--- src/hdl/scie_defines.vh ---
// constants for the smart card interrupt enable block
`ifndef SCIE_DEFINES_VH
`define SCIE_DEFINES_VH
`define SCIE_ADDR_W 8
`define SCIE_OFS_STATUS 8'h44
`define SCIE_OFS_ENABLE 8'h48
`define SCIE_OFS_TIMEOUT 8'h4C
`define SCIE_BIT_RX_COUNT 14
`define SCIE_BIT_TX_SENT 13
`define SCIE_BIT_GUARD 12
`define SCIE_BIT_WAIT 11
`define SCIE_BIT_RX_READY 2
`define SCIE_EN_MASK 32'h0000_7800
`define SCIE_EN_RESET 32'h0000_0000
`define SCIE_TO_MASK 32'h0000_0007
`define SCIE_TO_RESET 32'h0000_0000
`define SCIE_TO_GUARD 0
`define SCIE_TO_WAIT 1
`define SCIE_TO_AUTO 2
`define SCIE_HTRANS_NONSEQ 2'b10
`define SCIE_HTRANS_SEQ 2'b11
`endif

--- src/hdl/scie_irq_enable.v ---
// smart card interrupt status, enable and timeout control with ahb-lite slave
// Operation
// - enable bit 14 gates rx count flag
// - enable bit 13 gates tx sent flag
// - enable bit 12 gates guard time error
// - bit 11 sets on wait or delay error
// - status read clears wait time error
// - status read clears flags except rx ready
// - tx sent: set on byte, cleared three ways
// - rx count flag sets on count, read clears
`timescale 1ns/10ps
`default_nettype none
`include "scie_defines.vh"

module scie_sticky (
  input wire hclk,
  input wire hresetn,
  input wire ce,
  input wire set,
  input wire clr,
  output reg flag
);
  // set beats clear so an event in the clearing cycle survives
  always @(posedge hclk or negedge hresetn) begin
    if (!hresetn) begin
      flag <= 1'b0;
    end else if (ce) begin
      if (set) begin
        flag <= 1'b1;
      end else if (clr) begin
        flag <= 1'b0;
      end
    end
  end
endmodule // scie_sticky

module scie_irq_enable (
  input wire hclk,
  input wire hresetn,
  input wire ce,
  input wire hsel,
  input wire [31:0] haddr,
  input wire [1:0] htrans,
  input wire hwrite,
  input wire [2:0] hsize,
  input wire [31:0] hwdata,
  input wire hready,
  output wire hreadyout,
  output wire hresp,
  output reg [31:0] hrdata,
  input wire rx_count_event,
  input wire tx_byte_done,
  input wire guard_violation,
  input wire wait_violation,
  input wire atr_delay_error,
  input wire rx_begin,
  input wire soft_reset,
  input wire rx_ready_flag,
  output reg irq
);

  // bus decode
  wire addr_phase;
  wire [7:0] addr_lo;
  reg wr_pending;
  reg [7:0] wr_addr;

  // software registers
  reg [31:0] card_irq_enable_reg;
  reg [31:0] timeout_enable_reg;

  // status flags
  wire rx_count_hit;
  wire tx_sent;
  wire block_guard_time_error;
  wire block_wait_time_error;
  wire [31:0] card_irq_status_reg;

  // flag control
  wire status_read;
  wire guard_check_on;
  wire wait_check_on;
  wire auto_switch_on;
  wire set_rx_count;
  wire set_tx_sent;
  wire set_guard;
  wire set_wait;
  wire clr_tx_sent;
  reg [31:0] next_rdata;
  wire next_irq;

  // the slave never inserts wait states on its own; ce low stalls the bus instead
  assign hreadyout = ce;
  assign hresp = 1'b0;

  assign addr_phase = hsel & hready & htrans[1];
  assign addr_lo = haddr[7:0];

  // a status read is recognised in its address phase, so the value
  // returned and the clear come from the same edge
  assign status_read = addr_phase & ~hwrite & (addr_lo == `SCIE_OFS_STATUS);

  assign guard_check_on = timeout_enable_reg[`SCIE_TO_GUARD];
  assign wait_check_on = timeout_enable_reg[`SCIE_TO_WAIT];
  assign auto_switch_on = timeout_enable_reg[`SCIE_TO_AUTO];

  assign set_rx_count = rx_count_event;
  assign set_tx_sent = tx_byte_done;
  // guard errors only count once software has armed the check
  assign set_guard = guard_violation & guard_check_on;
  assign set_wait = (wait_violation & wait_check_on) | atr_delay_error;
  assign clr_tx_sent = status_read | soft_reset | (auto_switch_on & rx_begin);

  scie_sticky u_rx_count (
    .hclk(hclk),
    .hresetn(hresetn),
    .ce(ce),
    .set(set_rx_count),
    .clr(status_read),
    .flag(rx_count_hit)
  );

  scie_sticky u_tx_sent (
    .hclk(hclk),
    .hresetn(hresetn),
    .ce(ce),
    .set(set_tx_sent),
    .clr(clr_tx_sent),
    .flag(tx_sent)
  );

  scie_sticky u_guard (
    .hclk(hclk),
    .hresetn(hresetn),
    .ce(ce),
    .set(set_guard),
    .clr(status_read),
    .flag(block_guard_time_error)
  );

  scie_sticky u_wait (
    .hclk(hclk),
    .hresetn(hresetn),
    .ce(ce),
    .set(set_wait),
    .clr(status_read),
    .flag(block_wait_time_error)
  );

  // rx ready is a plain mirror; it only drops when receive data is read
  assign card_irq_status_reg = {17'h0_0000,
                                rx_count_hit,
                                tx_sent,
                                block_guard_time_error,
                                block_wait_time_error,
                                8'h00,
                                rx_ready_flag,
                                2'b00};

  // write data arrives one cycle after the address, so remember the target
  always @(posedge hclk or negedge hresetn) begin
    if (!hresetn) begin
      wr_pending <= 1'b0;
      wr_addr <= 8'h00;
    end else if (ce) begin
      wr_pending <= addr_phase & hwrite;
      if (addr_phase & hwrite) begin
        wr_addr <= addr_lo;
      end
    end
  end

  // reserved enable bits are held at zero, so they can never raise irq
  always @(posedge hclk or negedge hresetn) begin
    if (!hresetn) begin
      card_irq_enable_reg <= `SCIE_EN_RESET;
    end else if (ce) begin
      if (wr_pending && (wr_addr == `SCIE_OFS_ENABLE)) begin
        card_irq_enable_reg <= hwdata & `SCIE_EN_MASK;
      end
    end
  end

  always @(posedge hclk or negedge hresetn) begin
    if (!hresetn) begin
      timeout_enable_reg <= `SCIE_TO_RESET;
    end else if (ce) begin
      if (wr_pending && (wr_addr == `SCIE_OFS_TIMEOUT)) begin
        timeout_enable_reg <= hwdata & `SCIE_TO_MASK;
      end
    end
  end

  // read mux; unmapped offsets read zero
  always @* begin
    next_rdata = 32'h0000_0000;
    case (addr_lo)
      `SCIE_OFS_STATUS: begin
        next_rdata = card_irq_status_reg;
      end
      `SCIE_OFS_ENABLE: begin
        next_rdata = card_irq_enable_reg;
      end
      `SCIE_OFS_TIMEOUT: begin
        next_rdata = timeout_enable_reg;
      end
      default: begin
        next_rdata = 32'h0000_0000;
      end
    endcase
  end

  // read data is captured at the address phase and held for the data phase
  always @(posedge hclk or negedge hresetn) begin
    if (!hresetn) begin
      hrdata <= 32'h0000_0000;
    end else if (ce) begin
      if (addr_phase & ~hwrite) begin
        hrdata <= next_rdata;
      end
    end
  end

  // each sticky flag reaches irq only through its own enable bit; rx ready never reaches irq
  assign next_irq =
    (rx_count_hit & card_irq_enable_reg[`SCIE_BIT_RX_COUNT]) |
    (tx_sent & card_irq_enable_reg[`SCIE_BIT_TX_SENT]) |
    (block_guard_time_error & card_irq_enable_reg[`SCIE_BIT_GUARD]) |
    (block_wait_time_error & card_irq_enable_reg[`SCIE_BIT_WAIT]);

  // registered so the request line is glitch free, at one cycle of latency
  always @(posedge hclk or negedge hresetn) begin
    if (!hresetn) begin
      irq <= 1'b0;
    end else if (ce) begin
      irq <= next_irq;
    end
  end

endmodule // scie_irq_enable
`default_nettype wire

--- config.mk ---
export PLATFORM = sky130hd
export DESIGN_NAME = scie_irq_enable
export DESIGN_NICKNAME = d
export VERILOG_FILES = /design/src/hdl/scie_irq_enable.v
export VERILOG_INCLUDE_DIRS = /design/src /design/src/hdl
export SDC_FILE = /design/constraint.sdc
export NUM_CORES = 1
export LEC_CHECK = 0
export BUFFER_PORTS_ARGS = -buffer_cell sky130_fd_sc_hd__buf_2
export CAP_MARGIN = 30
export CELL_PAD_IN_SITES_DETAIL_PLACEMENT = 1
export CELL_PAD_IN_SITES_GLOBAL_PLACEMENT = 2
export CORE_ASPECT_RATIO = 0.8
export CORE_MARGIN = 2
export CORE_UTILIZATION = 19
export DETAILED_ROUTE_END_ITERATION = 10
export PLACE_DENSITY_LB_ADDON = 0.1
export RECOVER_POWER = 50
export REMOVE_ABC_BUFFERS = 1
export SLEW_MARGIN = 20
export SYNTH_ARGS = -nofsm -noshare
export SYNTH_HDL_FRONTEND = slang
export SYNTH_HIERARCHICAL = 1
export SYNTH_SLANG_ARGS = --single-unit
--- constraint.sdc ---
create_clock -name hclk -period 1.35 [get_ports hclk]
set_input_delay 0.0675 -clock hclk [delete_from_list [all_inputs] [get_ports hclk]]
set_output_delay 0.0675 -clock hclk [all_outputs]
set_load 0.01 [all_outputs]
==> results of run 1 <==
==> per-stage QoR <==
stage                      util  cell area [sq um]  worst slack (ns)  instances
after floorplan               -               1380            -0.103        124
after global placement    0.226               1770            -0.351        279
after detailed placement  0.226               1770            -0.334        279
after CTS                 0.240               1880            -0.137        288
after global routing      0.241               1890            -0.218        288
final                     0.241               1890            -0.116        288
==> cells in the final DEF (no fill, tap or decap), drive strengths merged, types with 2 or more instances in the layout <==
master	n
buf	47
dfrtp	28
conb	26
mux2	15
o21ai	8
o31ai	7
clkbuf	7
a22oi	6
nand2	6
a22o	4
nor4	2
nor2b	2
inv	2
dlygate4sd3	2
and2	2
nand4	2
==> logic make-up (layout without fill, tap and decap cells) <==
logic type | after synthesis | in the layout
buffers and inverters | 33 | 58
AO/OA/AOI/OAI | 29 | 29
flip-flops | 28 | 28
AND/OR/NAND/NOR | 23 | 23
multiplexers | 16 | 16
other | 1 | 26
==> power groups by stage <==
stage	combinational (W)	sequential (W)	clock [W]
floorplan	0.000160	0.000952	0
global placement	0.000298	0.000963	0
detailed placement	0.000305	0.000965	0
CTS	0.000336	0.000955	0.000566
global route	0.000364	0.000966	0.000605
finish	0.000332	0.000955	0.000535
==> area by class of cell <==
cell class / instances / area, sq um
Fill cell: 931 / 5950
Sequential cell: 28 / 701
Multi-Input combinational cell: 94 / 692
Timing Repair Buffer: 52 / 295
Tap cell: 108 / 135
Clock buffer: 4 / 55.1
Inverter: 2 / 7.51
==> repair_timing <==
| item | 4_1_cts | 5_1_grt |
|---|---|---|
| hold buffers | 2 | 0 |
| endpoints found under the setup margin | 10 | 11 |
| pin swaps | 4 | 1 |
| hold endpoints to repair | 29 | 0 |
| gates resized for setup | 4 | 1 |
| buffers inserted | 3 | 0 |
==> metal layers <==
layer / wire length [um] / global-route usage
met1: 1990 / 0.134
met2: 1860 / 0.154
met3: 256 / 0.0273
met4: 36 / 0.0184
met5: 0 / 0
==> worst max-delay path by stage <==
stage                                start                             endpoint  slack, ns  depth (start not counted)
finish              wr_addr[1]$_DFFE_PN0P_  card_irq_enable_reg[14]$_DFFE_PN0P_      -0.12                          4
global route        wr_addr[1]$_DFFE_PN0P_  card_irq_enable_reg[14]$_DFFE_PN0P_      -0.22                          4
CTS                 wr_addr[0]$_DFFE_PN0P_  card_irq_enable_reg[14]$_DFFE_PN0P_      -0.14                          4
detailed placement                haddr[1]          u_rx_count/flag$_DFFE_PN0P_      -0.33                          7
global placement                  haddr[1]          u_rx_count/flag$_DFFE_PN0P_      -0.35                          7
floorplan           wr_addr[5]$_DFFE_PN0P_  card_irq_enable_reg[11]$_DFFE_PN0P_      -0.10                          3
==> Yosys cell counts, drive strengths merged (2+ instances only) <==
master / number
buf: 30
dfrtp: 28
mux2: 15
o21ai: 8
o31ai: 7
a22oi: 6
nand2: 6
a22o: 4
and2: 2
inv: 2
nand4: 2
nor2b: 2
nor4: 2
==> reports/summary.txt, run 1 <==
CP max stage cell - dfrtp_1
Netlist cell types - 34
asr flop ratio synth - 1.00
Clock transition at path regs - 0.10 ns
nets - 264
Arr. time, crit path - 1.64 ns
largest family of logic cells by synthesized area - buffers and inverters
synthesis-stage register bit count - 28
Final Hold Vio Count - 0
R2R cell count - 4
mux contribution to synthesized area - 0.138
placer congestion estimate - 0.774
Final WS setup - -0.116 ns
Max Slew Vio Count - 0
largest net degree at the start of global routing - 29
HP Class - input port to flop
power per cell area - 966 nW/um^2
crit path capture type - flop
P&R area growth vs syn - 24.4%
min cycle time layout - 1.47 ns
post-synthesis compound-gate area fraction - 0.137
hpwl dp - 3.34 mm
clock sink count - 28
Pwr Total - 0.00182 W
Worst setup SP type - flop
Tcrit/Tclk final - 1.09
syn avg cell area - 11.7 sq um
Hold Crit Start - hwdata[2]
initial core utilization - 0.193
Vias - 1112
Synth top area share - 0.462
Fmax - 682 MHz
Relative slew margins - 0.505
R2R Setup Slk - -0.12 ns
switching part of the total power - 0.260
Num CTS Buffers - 3
setup tns final - -0.518 ns
Port Buffers - 38
drt pass-1 iters - 4
CP cell instances - nor3b_2, buf_4, and4b_2, mux2_2
Critical Path Max Stage Delay - 0.40 ns
post-synthesis sequential area ratio - 0.462
I/O pin count - 118
per-cell routed wire length - 14.4 um
Residual DRC - 0
Synth Flop Type - dfrtp_1
static leakage - 0.923 nW
vias in the first global route - 1159
RSZ-0062 raised after global routing - true
switching power - 0.000474 W
drt initial violations - 44
critical path data required time - 1.52 ns
first-pass GRT wire length - 6.58 mm
largest delay contributor family on the critical path - simple AND/OR/NAND/NOR gates
Ant. Diodes - 0
Synth Area in Simple Gates - 0.101
share of layout cells above drive strength 1 - 0.417
Critical path buffers and inverters - 1
reg-to-reg startpoint - wr_addr[1]$_DFFE_PN0P_
Yosys warning count - 6
root buf cell - clkbuf_8
Post-Syn Area - 1520 sq um
crit-path max FO - 4
final-report setup violation count - 7
total wire length - 4.15 mm
GRT Total Usage - 0.0974
H-Tree Depth - 1
Synth Instances - 130
number of synthesized flops with an enable pin - 0
status - complete, but fails checks
row count - 29
failing checks - setup timing
Largest register FFs - 8
max cap viols - 0
Die Width - 104 um
hold depth - 2
Worst Path Class, Setup - flop to flop
R2R Path End - card_irq_enable_reg[14]$_DFFE_PN0P_
part of the power in registers - 0.524
Internal Pwr Total - 0.00135 W
Core ar. - 7840 sq um
Clock Power Share - 0.294
initial antenna violation count - 0
share of power burned in combinational logic - 0.182
Clk Latency, worst-skew pair - 0.27 ns
total gr overflow - 0
cell taking the most area after synthesis - dfrtp_1
worst-case clock buffer depth - 2
hold_ws - 0.0169 ns
post-synthesis adder-cell area fraction - 0
die height - 83.9 um
die area - 8710 sq um
vias per std cell - 3.86
Hold Path Sink - timeout_enable_reg[2]$_DFFE_PN0P_
CTS tree - yes
worst clock skew - 0.00213 ns
worst-margin pin slew - 0.742 ns
remaining antenna violation count - 0
Synth Area in XOR/XNOR - 0
Max IR drop VDD - 0.371 mV
synth top area cells - dfrtp_1, buf_4, mux2_4, mux2_2, o31ai_1
No activity file was read; power rests on OpenSTA's default activity.
==> run 2, diff against run 1 <==
==> config.mk (replaced) <==
export PLATFORM = sky130hd
export DESIGN_NAME = scie_irq_enable
export DESIGN_NICKNAME = d
export VERILOG_FILES = /design/src/hdl/scie_irq_enable.v
export VERILOG_INCLUDE_DIRS = /design/src /design/src/hdl
export SDC_FILE = /design/constraint.sdc
export NUM_CORES = 1
export LEC_CHECK = 0
export CELL_PAD_IN_SITES_DETAIL_PLACEMENT = 1
export CELL_PAD_IN_SITES_GLOBAL_PLACEMENT = 2
export CORE_ASPECT_RATIO = 0.8
export CORE_MARGIN = 2
export CORE_UTILIZATION = 30
export DETAILED_ROUTE_END_ITERATION = 10
export DONT_BUFFER_PORTS = 1
export PLACE_DENSITY_LB_ADDON = 0.1
export RECOVER_POWER = 50
export REMOVE_ABC_BUFFERS = 1
export SLEW_MARGIN = 20
export SYNTH_ARGS = -nofsm -noshare
export SYNTH_HDL_FRONTEND = slang
export SYNTH_SLANG_ARGS = --single-unit
==> run 2 against run 1 <==
The flow still finishes with violations (setup timing). Sequential share of layout area is 2.8 points higher. Sequential power is 0.8% higher. Via count decreased by 7.2%. Global-route usage up 3.5 points. Die area down 36%. Worst hold slack worse by 0.0041 ns. Largest power group unchanged.
==> reports/summary.txt, run 2 <==
worst-margin pin slew - 0.706 ns (-0.0356 ns)
I/O pin count - 118 (unchanged)
Clk Latency, worst-skew pair - 0.28 ns (about the same)
drt initial violations - 52 (+18%)
Vias - 1032 (-7.2%)
placer congestion estimate - 0.752 (-2.8%)
largest net degree at the start of global routing - 29 (unchanged)
largest family of logic cells by synthesized area - buffers and inverters
nets - 243 (-8.0%)
Arr. time, crit path - 1.60 ns (-0.04 ns)
crit path capture type - flop
Setup Slack @ Placement - -0.113 ns (+0.221 ns)
setup tns final - -0.534 ns (-0.0160 ns)
post-synthesis adder-cell area fraction - 0 (unchanged)
area post-placement - 1480 sq um (-16%)
RSZ-0062 raised after global routing - true
Max IR drop VDD - 0.371 mV (+0.12%)
status - complete, but fails checks
Tcrit/Tclk final - 1.07 (-0.0166)
Clock transition at path regs - 0.10 ns (about the same)
synth top area cells - dfrtp_1, buf_4, mux2_4, mux2_2, o21ai_0
CTS tree - yes
placed insts - 192 (-31%)
row count - 22 (-24%)
vias in the first global route - 1086 (-6.3%)
final std cells w/o fill - 218 (-24%)
switching power - 0.000434 W (-8.4%)
mux contribution to synthesized area - 0.139 (+0.00138)
Internal Pwr Total - 0.00129 W (-4.7%)
static leakage - 0.824 nW (-11%)
final-report setup violation count - 7 (unchanged)
worst-case clock buffer depth - 2 (unchanged)
share of power burned in combinational logic - 0.174 (-0.008)
Fmax - 693 MHz (+1.6%)
Final Hold Vio Count - 0 (unchanged)
Largest register FFs - 8 (unchanged)
Worst setup SP type - flop
post-synthesis sequential area ratio - 0.467 (+0.00463)
Core ar. - 4710 sq um (-40%)
worst clock skew - 0.0104 ns (+0.00830 ns)
Setup crit start - wr_addr[7]$_DFFE_PN0P_
share of layout cells above drive strength 1 - 0.177 (-0.239)
Clock Power Share - 0.266 (-0.028)
vias per std cell - 4.73 (+23%)
most common cell after layout, fill and taps aside - dfrtp_1
post-synthesis compound-gate area fraction - 0.120 (-0.0170)
die area - 5590 sq um (-36%)
die height - 67.3 um (-20%)
commonest cells in the netlist - dfrtp_1, buf_4, o21ai_0
Synth Flop Type - dfrtp_1
min cycle time layout - 1.44 ns (-0.0225 ns)
Die Width - 83.1 um (-20%)
total gr overflow - 0 (unchanged)
number of synthesized flops with an enable pin - 0 (unchanged)
Max Slew Vio Count - 0 (unchanged)
switching part of the total power - 0.252 (-0.00760)
synthesis-stage register bit count - 28 (unchanged)
Hold Crit Start - wait_violation
most frequent cells in the layout - dfrtp_1, conb_1, dlygate4sd3_1, o21ai_0, mux2_4
clock sink count - 28 (unchanged)
asr flop ratio synth - 1.00 (unchanged)
Netlist cell types - 29 (-15%)
P&R area growth vs syn - 16.8%
postcts setup bufs - 0 (-3)
reg-to-reg startpoint - wr_addr[7]$_DFFE_PN0P_
Ant. Diodes - 0 (unchanged)
first-pass GRT wire length - 5.63 mm (-14%)
crit-path max FO - 4 (unchanged)
Final WS setup - -0.0936 ns (+0.0225 ns)
Synth top area share - 0.467 (+0.00463)
H-Tree Depth - 1 (unchanged)
Design Area, Final - 1750 sq um (-7.0%)
critical path data required time - 1.51 ns (about the same)
Post-Syn Area - 1500 sq um (-0.99%)
initial antenna violation count - 0 (unchanged)
Num CTS Buffers - 3 (unchanged)
failing checks - setup timing
total wire length - 3.48 mm (-16%)
Relative slew margins - 0.529 (+0.0237)
Yosys warning count - 0 (-6)
Worst Path Class, Setup - flop to flop
Pwr Total - 0.00172 W (-5.7%)
Synth Area in XOR/XNOR - 0 (unchanged)
cell taking the most area after synthesis - dfrtp_1
max cap viols - 0 (unchanged)
per-cell routed wire length - 15.9 um (+11%)
root buf cell - clkbuf_8
power per cell area - 981 nW/um^2 (+1.5%)
Synth Area in Simple Gates - 0.103 (+0.00268)
initial core utilization - 0.319 (+0.125)
part of the power in registers - 0.560 (+0.036)
remaining antenna violation count - 0 (unchanged)
hpwl dp - 2.56 mm (-24%)
Port Buffers - 0 (-100%)
Residual DRC - 0 (unchanged)
HP Class - input port to flop
drt pass-1 iters - 4 (unchanged)
GRT Total Usage - 0.133 (+0.0353)
syn avg cell area - 11.4 sq um (-2.5%)
Synth Instances - 132 (+1.5%)
most common cell in the netlist - dfrtp_1
-- run 2: per-stage QoR --
step / hold WS (ns) / utilization
floorplan: -0.228 / -
global placement: -0.228 / 0.314
detailed placement: -0.227 / 0.314
CTS: 0.0127 / 0.376
global route: 0.0127 / 0.372
finish: 0.0128 / 0.372
-- run 2: per-layer routing --
| layer | up-vias | part of all wire | global-route usage |
|---|---|---|---|
| li1 | 465 | - | - |
| met1 | 512 | 0.44 | 0.165 |
| met2 | 53 | 0.47 | 0.228 |
| met3 | 2 | 0.088 | 0.0477 |
| met4 | 0 | 0.0055 | 0.0246 |
| met5 | - | 0 | 0 |
-- run 2: cell type report --
cell class                      count  area [sq um]
Clock buffer                        3          41.3
Fill cell                         528          2950
Inverter                            6          22.5
Multi-Input combinational cell     93           651
Sequential cell                    28           701
Tap cell                           60          75.1
Timing Repair Buffer               28           263
-- run 2: path summary, 6_finish.rpt --
check,to,slack (ns),cells past startpoint
max,card_irq_enable_reg[11]$_DFFE_PN0P_,-0.09,4
min,u_wait.flag$_DFFE_PN0P_,0.01,2
max reg2reg,card_irq_enable_reg[11]$_DFFE_PN0P_,-0.09,4
min reg2reg,wr_pending$_DFFE_PN0P_,0.53,2
max in group asynchronous,u_guard.flag$_DFFE_PN0P_,0.52,2
min in group asynchronous,wr_addr[1]$_DFFE_PN0P_,0.37,2
-- run 2: worst max-delay path, stage by stage (launching register included) --
cell and delay, ns:
dfrtp_1 0.43, nor4b_4 0.32, nand4b_1 0.14, buf_4 0.18, mux2_2 0.26
-- run 2: power groups by stage --
stage               logic [W]  registers (W)  clock network [W]
floorplan            0.000165       0.000954                  0
global placement     0.000208       0.000970                  0
detailed placement   0.000214       0.000969                  0
CTS                  0.000304       0.000961           0.000480
global route         0.000327       0.000970           0.000505
finish               0.000299       0.000963           0.000457
-- run 2: cells by family (layout without fill, tap and decap cells) --
logic type | count (synthesis) | in the layout
AOI/OAI and AO/OA | 29 | 29
buffers and inverters | 36 | 37
DFF | 28 | 28
muxes | 16 | 16
other | 1 | 26
and+or+nand+nor | 22 | 22
-- run 2: what timing repair did --
action                                 in CTS  in global routing
endpoints found under the hold margin      56                  0
hold buffers                               23                  0
resized for setup                           1                  0
setup endpoints to repair                   7                  7
pin swaps                                   1                  3
